[config.mk]
export PLATFORM = sky130hd
export DESIGN_NAME = mspc_counter
export DESIGN_NICKNAME = d
export VERILOG_FILES = /design/src/verilog/mspc_pkg.sv /design/src/verilog/mspc_step_edge.sv /design/src/verilog/mspc_counter.sv
export SDC_FILE = /design/constraint.sdc
export NUM_CORES = 1
export LEC_CHECK = 0
export ABC_AREA = 1
export BUFFER_PORTS_ARGS = -buffer_cell sky130_fd_sc_hd__buf_2
export CORE_AREA = 3 3 94 96
export CTS_CLUSTER_DIAMETER = 120
export DETAILED_ROUTE_END_ITERATION = 16
export DIE_AREA = 0 0 97 99
export GPL_ROUTABILITY_DRIVEN = 0
export HOLD_SLACK_MARGIN = 0.06
export SLEW_MARGIN = 15
export SYNTH_ARGS = -nofsm -noshare
export SYNTH_HDL_FRONTEND = slang
export SYNTH_SLANG_ARGS = --single-unit
[constraint.sdc]
create_clock -name ref_clk -period 3.1 [get_ports ref_clk]
set_input_delay 0.93 -clock ref_clk [delete_from_list [all_inputs] [get_ports ref_clk]]
set_output_delay 0.93 -clock ref_clk [all_outputs]
set_load 0.02 [all_outputs]
[src/verilog/mspc_pkg.sv]
// Package of constants for the microstep position counter.
package mspc_pkg;
  // ******************************************************************
  // Counter geometry
  // ******************************************************************
  localparam int MSPC_CNT_W = 10;
  localparam logic [9:0] MSPC_CNT_RESET = 10'h000;
  localparam logic [9:0] MSPC_STEP_8 = 10'h020;
  localparam logic [9:0] MSPC_STEP_16 = 10'h010;
  localparam logic [9:0] MSPC_STEP_32 = 10'h008;
  localparam logic [9:0] MSPC_STEP_64 = 10'h004;
  localparam logic [9:0] MSPC_FULL_MASK = 10'h0ff;
  localparam logic [9:0] MSPC_FULL_VAL = 10'h080;
  localparam logic [7:0] MSPC_RES_8 = 8'h08;
  localparam logic [7:0] MSPC_RES_16 = 8'h10;
  localparam logic [7:0] MSPC_RES_32 = 8'h20;
  localparam logic [7:0] MSPC_RES_64 = 8'h40;

  // ******************************************************************
  // APB register map (byte addresses)
  // ******************************************************************
  localparam logic [7:0] MSPC_ADDR_COUNT = 8'h00;
  localparam logic [7:0] MSPC_ADDR_STATUS = 8'h04;
  localparam logic [7:0] MSPC_ADDR_CTRL = 8'h08;
  localparam int MSPC_ST_FULL = 0;
  localparam int MSPC_ST_STBY = 1;
  localparam int MSPC_ST_ENA = 2;
  localparam int MSPC_ST_RES_LSB = 8;
  localparam int MSPC_CTRL_HOLD = 0;
  localparam logic [31:0] MSPC_CTRL_RESET = 32'h0000_0000;

  typedef enum logic [1:0] {
    MSPC_ACTIVE = 2'b00,
    MSPC_STANDBY = 2'b01
  } mspc_state_t;
endpackage : mspc_pkg

[src/verilog/mspc_step_edge.sv]
// Rising-edge detector for the step input.
`timescale 1ns/1ps
module mspc_step_edge
  import mspc_pkg::*;
(
  input wire logic ref_clk,
  input wire logic clear_n,
  input wire logic step_in,
  output logic step_pulse
);
  logic step_q;

  // Remember the last level; cleared whenever the unit is powered down.
  always_ff @(posedge ref_clk)
  begin
    if (!clear_n)
    begin
      step_q <= 1'b0;
      step_pulse <= 1'b0;
    end
    else
    begin
      step_q <= step_in;
      step_pulse <= step_in & ~step_q;
    end
  end
endmodule : mspc_step_edge

[src/verilog/mspc_counter.sv]
// Microstep position counter with standby control and APB registers.
`timescale 1ns/1ps
module mspc_counter
  import mspc_pkg::*;
(
  input wire logic ref_clk,
  input wire logic resetn,
  input wire logic standby,
  input wire logic step,
  input wire logic dir,
  input wire logic drive_off_n,
  input wire logic resolution_sel_lo,
  input wire logic resolution_sel_hi,
  input wire logic psel,
  input wire logic penable,
  input wire logic pwrite,
  input wire logic [31:0] paddr,
  input wire logic [31:0] pwdata,
  output logic [31:0] prdata,
  output logic pready,
  output logic pslverr,
  output logic [9:0] microstep_phase_count,
  output logic fullstep_pos,
  output logic units_on
);
  // ******************************************************************
  // Decoding helpers
  // ******************************************************************

  // Step increment for the pin-selected resolution.
  function automatic logic [9:0] step_size(input logic lo, input logic hi);
    case ({hi, lo})
      2'b00: step_size = MSPC_STEP_8;
      2'b01: step_size = MSPC_STEP_32;
      2'b10: step_size = MSPC_STEP_64;
      default: step_size = MSPC_STEP_16;
    endcase
  endfunction : step_size

  // Resolution number for status readback.
  function automatic logic [7:0] res_num(input logic lo, input logic hi);
    case ({hi, lo})
      2'b00: res_num = MSPC_RES_8;
      2'b01: res_num = MSPC_RES_32;
      2'b10: res_num = MSPC_RES_64;
      default: res_num = MSPC_RES_16;
    endcase
  endfunction : res_num

  // ******************************************************************
  // Standby state
  // ******************************************************************
  mspc_state_t state;
  mspc_state_t next_state;
  logic clear_n;
  logic step_pulse;
  logic [9:0] next_count;
  logic [31:0] ctrl;
  logic [7:0] byte_addr;
  logic apb_access;
  logic apb_done;

  // Standby follows the pin; any standby cycle clears the counter, step detector and control register, but not the APB outputs.
  always_comb
  begin
    case (standby)
      1'b1: next_state = MSPC_STANDBY;
      1'b0: next_state = MSPC_ACTIVE;
      default: next_state = MSPC_ACTIVE;
    endcase
  end

  always_ff @(posedge ref_clk)
  begin
    if (!resetn)
      state <= MSPC_ACTIVE;
    else
      state <= next_state;
  end

  // Internal units are held in reset at power-up and while in standby.
  assign clear_n = resetn & ~standby;

  always_ff @(posedge ref_clk)
  begin
    if (!resetn)
      units_on <= 1'b0;
    else
      units_on <= ~standby;
  end

  mspc_step_edge u_edge (
    .ref_clk(ref_clk),
    .clear_n(clear_n),
    .step_in(step),
    .step_pulse(step_pulse)
  );

  // ******************************************************************
  // Microstep counter
  // ******************************************************************

  // Add or subtract the step size; ten bits wrap by themselves.
  always_comb
  begin
    next_count = microstep_phase_count;
    if (step_pulse && !ctrl[MSPC_CTRL_HOLD])
    begin
      if (!dir)
        next_count = microstep_phase_count +
          step_size(resolution_sel_lo, resolution_sel_hi);
      else
        next_count = microstep_phase_count -
          step_size(resolution_sel_lo, resolution_sel_hi);
    end
  end

  // Counter restarts at zero, so n/2 steps land on 128 and multiples
  // of 4n land back on zero.
  always_ff @(posedge ref_clk)
  begin
    if (!clear_n)
      microstep_phase_count <= MSPC_CNT_RESET;
    else
      microstep_phase_count <= next_count;
  end

  // Fullstep positions are those whose low eight bits equal 128.
  always_ff @(posedge ref_clk)
  begin
    if (!clear_n)
      fullstep_pos <= 1'b0;
    else
      fullstep_pos <= (next_count & MSPC_FULL_MASK) == MSPC_FULL_VAL;
  end

  // ******************************************************************
  // APB slave
  // ******************************************************************
  assign byte_addr = paddr[7:0];
  assign apb_access = psel & penable & ~pready;
  // The transfer completes at the edge where pready is seen high.
  assign apb_done = psel & penable & pready;

  // Control register; the hold bit freezes counting for diagnostics.
  // A write lands only when the transfer completes, never earlier.
  always_ff @(posedge ref_clk)
  begin
    if (!clear_n)
      ctrl <= MSPC_CTRL_RESET;
    else if (apb_done && pwrite && paddr[31:8] == 24'h000000 &&
             byte_addr == MSPC_ADDR_CTRL)
      ctrl <= {31'h00000000, pwdata[MSPC_CTRL_HOLD]};
  end

  // One wait state: pready rises in the second cycle after the setup phase.
  // Reads still answer in standby so the controller sees the state.
  always_ff @(posedge ref_clk)
  begin
    if (!resetn)
    begin
      pready <= 1'b0;
      pslverr <= 1'b0;
      prdata <= 32'h00000000;
    end
    else if (apb_access)
    begin
      pready <= 1'b1;
      pslverr <= 1'b0;
      prdata <= 32'h00000000;
      if (paddr[31:8] != 24'h000000)
        pslverr <= 1'b1;
      else
      begin
        case (byte_addr)
          MSPC_ADDR_COUNT:
            if (!pwrite)
              prdata <= {22'h000000, microstep_phase_count};
            else
              pslverr <= 1'b1;
          MSPC_ADDR_STATUS:
            if (!pwrite)
            begin
              prdata[MSPC_ST_FULL] <= fullstep_pos;
              prdata[MSPC_ST_STBY] <= state == MSPC_STANDBY;
              prdata[MSPC_ST_ENA] <= ~drive_off_n;
              prdata[MSPC_ST_RES_LSB +: 8] <=
                res_num(resolution_sel_lo, resolution_sel_hi);
            end
            else
              pslverr <= 1'b1;
          MSPC_ADDR_CTRL:
            if (!pwrite)
              prdata <= ctrl;
          default:
            pslverr <= 1'b1;
        endcase
      end
    end
    else
    begin
      pready <= 1'b0;
      pslverr <= 1'b0;
    end
  end

  // ******************************************************************
  // Checks
  // ******************************************************************
  up_step_a: assert property (@(posedge ref_clk) disable iff (!resetn)
    (step_pulse && !dir && !standby && !ctrl[0] &&
     {resolution_sel_hi, resolution_sel_lo} == 2'b00)
    |=> microstep_phase_count == $past(microstep_phase_count) + 10'h020)
    else $error("upward step size wrong");
  dir_up_a: assert property (@(posedge ref_clk) disable iff (!resetn)
    (step_pulse && !dir && !standby && !ctrl[0] &&
     {resolution_sel_hi, resolution_sel_lo} == 2'b01)
    |=> microstep_phase_count == $past(microstep_phase_count) + 10'h008)
    else $error("low direction did not count up");
  down_step_a: assert property (@(posedge ref_clk) disable iff (!resetn)
    (step_pulse && dir && !standby && !ctrl[0] &&
     {resolution_sel_hi, resolution_sel_lo} == 2'b10)
    |=> microstep_phase_count == $past(microstep_phase_count) - 10'h004)
    else $error("high direction did not count down");
  res_sel_a: assert property (@(posedge ref_clk) disable iff (!resetn)
    (step_pulse && !dir && !standby && !ctrl[0] &&
     {resolution_sel_hi, resolution_sel_lo} == 2'b11)
    |=> microstep_phase_count == $past(microstep_phase_count) + 10'h010)
    else $error("resolution select wrong");
  stby_clear_a: assert property (@(posedge ref_clk) disable iff (!resetn)
    standby |=> microstep_phase_count == 10'h000 && ctrl == 32'h0 &&
    !units_on)
    else $error("standby did not clear state");
  wake_zero_a: assert property (@(posedge ref_clk) disable iff (!resetn)
    $fell(standby) |-> microstep_phase_count == 10'h000 ##1
    microstep_phase_count == 10'h000)
    else $error("counter not zero after standby");
  full_pos_a: assert property (@(posedge ref_clk) disable iff (!resetn)
    fullstep_pos |-> microstep_phase_count[7:0] == 8'h80)
    else $error("fullstep flag off a fullstep value");
  zero_pos_a: assert property (@(posedge ref_clk) disable iff (!resetn)
    microstep_phase_count == 10'h000 |-> !fullstep_pos)
    else $error("zero position flagged as fullstep");
endmodule : mspc_counter

# Yosys cells after proc, flatten, opt, wreduce, memory -nomap -nowiden
# Cells that the tools add are included.
totals:
  elab_cells: 61
  in_bits: 75
  output_inout_bits: 46
  regBits: 51
classes:
  n_eq_ne: 6
  reduce_logical: 11
  n_addsub: 2
  mux: 22
  bitwise: 9
op_table:
  columns: ["cell", "count"]
  rows:
  - ["10-bit 2-to-1 mux", 6]
  - ["32-bit 2-to-1 mux", 1]
  - ["16-bit case mux with 2 select lines", 1]
  - ["24-bit zero test", 1]
  - ["8-bit case mux with 3 select lines", 1]
  - ["24-bit nonzero test", 1]
  - ["7-bit case mux with 3 select lines", 1]
  - ["6-bit case mux with 3 select lines", 1]
  - ["8-bit 2-to-1 mux", 2]
  - ["10-bit adder", 1]
  - ["5-bit case mux with 2 select lines", 1]
  - ["10-bit subtractor", 1]
  - ["3-bit case mux with 3 select lines", 1]
  - ["8-bit by 3-bit equality test with 1-bit output (second input constant)", 1]
  - ["8-bit by 4-bit equality test with 1-bit output (second input constant)", 1]
  - ["8-bit equality test (second input constant)", 1]
  - ["8-bit zero test", 1]
  - ["1-bit bitwise AND", 5]
  - ["2-bit by 1-bit equality test with 1-bit output (second input constant)", 2]
  - ["1-bit logical AND", 4]
  - ["1-bit 2-to-1 mux", 4]
  - ["1-bit NOT", 4]
  - ["2-bit case mux with 2 select lines", 1]
  - ["3-bit 2-to-1 mux", 1]
  - ["6 further kinds", 6]

# Depth between registers and ports, before layout
depth:
  depth_word: 8
  mapped_depth: 15
  depth_no_buf: 15

# By module
# A second synthesis with hierarchy kept.
unflattened:
  cells_unflattened: 319
  hier_area_um2: 2082.0
modules_own_cells:
  columns: ["mod", "seq_area_each_um2", "area_each_um2", "cells_per_inst", "instances"]
  rows:
  - ["mspc_counter", 560.5, 2028.2, 314, 1]
  - ["mspc_step_edge", 40.0, 53.8, 5, 1]

# Worst setup path before layout
# Ideal clock, no wire load.
synth_timing:
  path_kind: "input -> register"
  startpoint: "input resolution_sel_lo"
  endpoint: "register microstep_phase_count[8]"
  setup_ns: 0.115
  path_buffers: 0
  setup_slack_ns: 0.693
  path_stages: 12
  required_ns: 2.985
  arrival_time_ns: 2.291
  cell_sequence: "inv_1 ha_1 mux2i_1 ha_1 a21oi_1 nand2_1 nand2_1 nand2_1 nand2_1 nand2_1 o21ai_0 inv_1"
synth_via:
  elab_chain_cells: 6
  word_cells_on_any_way: 11
  cone_classes: "2 x add/sub; 2 x eq/ne; 6 x mux; 1 x reduce/logical"
synth_rtl:
  columns: ["element", "line", "rtl"]
  rows:
  - ["start: declaration", "mspc_counter.sv:12", "input wire logic resolution_sel_lo,"]
  - ["2-bit equality test, or another cell as far along", "mspc_counter.sv:32", "case ({hi, lo})"]
  - ["6-bit case mux with 3 select lines (*)", "mspc_counter.sv:32", null]
  - ["10-bit 2-to-1 mux", "mspc_counter.sv:109", "if (!dir)"]
  - ["10-bit 2-to-1 mux", "mspc_counter.sv:107", "if (step_pulse && !ctrl[MSPC_CTRL_HOLD])"]
  - ["10-bit adder or 10-bit subtractor (tied branches)", "mspc_counter.sv:110, mspc_counter.sv:113", null]
  - ["10-bit 2-to-1 mux (*)", "mspc_counter.sv:109", null]
  - ["end signal: assignment", "mspc_counter.sv:125", "microstep_phase_count <= next_count;"]
  - ["end: declaration", "mspc_counter.sv:22", "output logic [9:0] microstep_phase_count,"]
# Every way passes the cells marked *; elsewhere a longest branch is shown, timed or not. The select of a mux whose other input is x is not followed.
# A chain may end at the register's enable or synchronous reset.

# Worst setup path in the final report
layout_timing:
  startpoint: "input resolution_sel_lo"
  endpoint: "register fullstep_pos"
layout_via:
  elab_chain_cells: 8
  word_cells_on_any_way: 13
  cone_classes: "2 x add/sub; 3 x eq/ne; 7 x mux; 1 x reduce/logical"
layout_rtl:
  columns: ["element", "line", "rtl"]
  rows:
  - ["2-bit equality test, or another cell as far along", "mspc_counter.sv:32", null]
  - ["6-bit case mux with 3 select lines (*)", "mspc_counter.sv:32", null]
  - ["10-bit 2-to-1 mux", "mspc_counter.sv:109", null]
  - ["10-bit 2-to-1 mux", "mspc_counter.sv:107", null]
  - ["10-bit adder or 10-bit subtractor (tied branches)", "mspc_counter.sv:110, mspc_counter.sv:113", null]
  - ["10-bit 2-to-1 mux (*)", "mspc_counter.sv:109", null]
  - ["8-bit 2-to-1 mux (*)", "mspc_counter.sv:107", null]
  - ["8-bit equality test (*)", "mspc_counter.sv:134", "fullstep_pos <= (next_count & MSPC_FULL_MASK) == MSPC_FULL_VAL;"]
  - ["end signal: assignment", "mspc_counter.sv:132", "fullstep_pos <= 1'b0;"]
  - ["end signal: assignment", "mspc_counter.sv:134", null]
  - ["end: declaration", "mspc_counter.sv:23", "output logic fullstep_pos,"]
# Marks and branches as above.

==> results.toml <==
[worst_setup_path]
worstPathRequired_ns = 3.32
crit_type = "in -> reg"
crit_slowest_cell = "ha_1"
timing.rr.end = "fullstep_pos"
reg2regPathDepth = 10
end_kind = "flip-flop"
r2r-start = "microstep_phase_count[3]"
critPathMaxStageDelay_ns = 0.30
critical_path.cell_chain = "buf_2, inv_1, ha_1, mux2i_1, ha_1, a21oi_1, nand2_1, nand2_1, nand2_1, nand2_1, nand3_1, nand2_1, nand2_1, nor2_2"
reg2reg_slack_ns = 1.46
timing.critical_path.mode_cell = "nand2_1"
critPathLaunchType = "primary input"
path_max_fanout = 5
critPathLaunch = "resolution_sel_lo"
arrival_ns = 2.70
worstSetupEndpoint = "fullstep_pos"

[timing]
setup_tns_ns = 0
finClkSkew_ns = 0.005783
finalCritPeriodShare = 0.8010
fmax_ghz = 0.4027
fin_ws_ns = 0.6169
layout_min_cycle_time_ns = 2.483
final-setup-viol-count = 0
hold_viol = 0
drv_slew = 0
rsz0062_at_grt = "false"

[routing]
routed_wl_um = 5019
antenna_left = 0
routed-via-count = 1992
first_pass_iters = 4
wl_per_cell_um = 10.43
via_per_inst = 4.141
drtIter0Drc = 75
route.detailed.drc = 0

[synthesis]
synthArstFlopShare = 0
synth_top_area_cell = "dfxtp_1"
synth.top_cell.area_share = 0.2987
syn_inst = 305
synthTopCellsByArea = "dfxtp_1 (30%), nand2_1 (13%), ha_1 (8.1%), buf_4 (7.5%), nor2_1 (7.5%)"
synth-seq-area-share = 0.2987
synth.avg_cell_area_um2 = 6.592
synth-edff-count = 0
ys_warn_count = 0
ys_seq_elements = 30
synth.distinct_cells = 28
syn-cell-area_mm2 = 0.002011
yosys_most_used_dff = "dfxtp_1"

[clock_network]
ctsHoldBuffers = 0
clockBufferDepth = 2
postCtsSetupRepairBufs = 0
cts.sinks = 30
cts.clk_slew.worst_paths_ns = 0.06
cts_tree = "built"
cts_max_level = 2
ctsRootBufferMaster = "clkbuf_8"
cts_buffers = 5
clk-insertion-delay-late_ns = 0.28
cts-resized-gates = 0

[outcome]
outcome = "completed"

[placed_design]
io_buffers = 69
place_ws_ns = 0.3093
place_hpwl_um = 4322

[power]
pwr-share-comb = 0.180
p_seq_frac = 0.456
irDropWorstVdd_uv = 128.2
clock_power_share = 0.364
p_sw_w = 0.0002432
swShare = 0.2809
p_int_w = 0.0006224
p_leak_nw = 1.266
powerDensity_mw_per_mm2 = 349.7

[floorplanning]
die_y_um = 99
die_w_um = 97
dieArea_mm2 = 0.009603
ioPinCount = 121
coreArea_mm2 = 0.008134
start_util = 0.2472
rows = 33

[global_routing]
grt_pass1_vias = 1979
grt_pass1_wl_um = 8576
gr-total-overflow = 0
grt_max_degree = 15
grt_antenna_before_repair = 0
track_usage = 0.1076

[final_layout]
antenna_cells = 0
layout.nets = 463
n_fill_cell = 913
area_delta_synth_final_pct = 23.09
final_layout_size_suffix_gt1_frac = 0.2394

[flow_run]
max-cap-violations = 0

[worst_hold_path]
hp-class = "reg -> reg"
## metal layers
layer,vias up,track usage,routed length (µm)
met5,-,0,0
met4,0,0.04536,107
met3,8,0.02406,287
met2,56,0.1980,2516
met1,855,0.1188,2107
li1,1073,-,-
## cell families after synthesis
family | synth area share
simple gates | 0.3603
other cells | 0.001865
flops | 0.2987
fa+ha+maj | 0.08090
xor+xnor | 0.004357
compound gates | 0.08152
buf+inv | 0.1674
mux | 0.004978
## layout make-up
type | instances | area (µm²) | area share
inverter | 41 | 153.9 | 0.06218
clock inverter | 1 | 5.005 | 0.002022
timing repair buffer | 70 | 352.8 | 0.1426
sequential | 30 | 600.6 | 0.2427
multi-input combinational | 227 | 1145 | 0.4626
tap | 105 | 131.4 | 0.05308
clock buffer | 7 | 86.33 | 0.03488
## worst min path at each step
stage | endpoint | from | cells past startpoint
floorplan | u_edge.step_pulse | u_edge.step_q | 1
global placement | u_edge.step_pulse | u_edge.step_q | 1
detailed placement | u_edge.step_pulse | u_edge.step_q | 1
CTS | u_edge.step_pulse | u_edge.step_q | 1
global route | u_edge.step_pulse | u_edge.step_q | 1
finish | u_edge.step_pulse | u_edge.step_q | 1
## sequential cells by signal, summed over array words and instances, names as in the netlist
register / count
ctrl: 1
fullstep_pos: 1
microstep_phase_count: 8
prdata: 14
pready: 1
pslverr: 1
state: 1
u_edge.step_pulse: 1
u_edge.step_q: 1
units_on: 1
## cell usage in the layout, fill, tap and decap left out, types with 2 or more instances in the layout
master | Yosys | layout
a21oi_1 | 21 | 21
buf_2 | 2 | 69
clkbuf_8 | 0 | 6
conb_1 | 1 | 20
dfxtp_1 | 30 | 30
ha_1 | 13 | 13
inv_1 | 38 | 38
inv_2 | 3 | 3
nand2_1 | 71 | 71
nand3_1 | 27 | 27
nand3b_1 | 2 | 2
nand4_1 | 10 | 10
nor2_1 | 40 | 40
nor2_2 | 3 | 3
nor2_4 | 3 | 3
o21ai_0 | 7 | 7
## synth_stat cells, types with 7 or more instances
cell / number
nand3_1: 27
nand2_1: 71
buf_4: 20
dfxtp_1: 30
o21ai_0: 7
a21oi_1: 21
ha_1: 13
inv_1: 38
nand4_1: 10
nor2_1: 40
## power by group through the flow
| stage | combinational (W) | sequential (W) | clock (W) |
|---|---|---|---|
| 2_1_floorplan | 0.000118 | 0.000407 | 0 |
| 3_3_place_gp | 0.000152 | 0.000403 | 0 |
| 3_5_place_dp | 0.000156 | 0.000403 | 0 |
| 4_1_cts | 0.000157 | 0.000395 | 0.000329 |
| 5_1_grt | 0.000178 | 0.000395 | 0.000344 |
| 6_report | 0.000156 | 0.000395 | 0.000315 |
## metrics by stage
step	hold WS (ns)	power [W]	cell area, µm²	util	std cells
4_1_cts	0.3903	0.0008804	2475	0.3043	481
2_1_floorplan	0.3732	0.0005256	2082	-	324
3_3_place_gp	0.3783	0.0005556	2384	0.2930	473
3_5_place_dp	0.3818	0.0005597	2384	0.2930	473
5_1_grt	0.4167	0.0009176	2475	0.3043	481
6_report	0.3884	0.0008656	2475	0.3043	481
## worst max-delay path: cells and delay by family
kind / cells / cell delay (ns)
and+or+nand+nor: 8 / 0.65
adders and majority gates: 2 / 0.59
AOI/OAI and AO/OA: 1 / 0.20
buffers and inverters: 2 / 0.18
muxes: 1 / 0.15
Note: power is estimated with default switching activity, not from simulation.
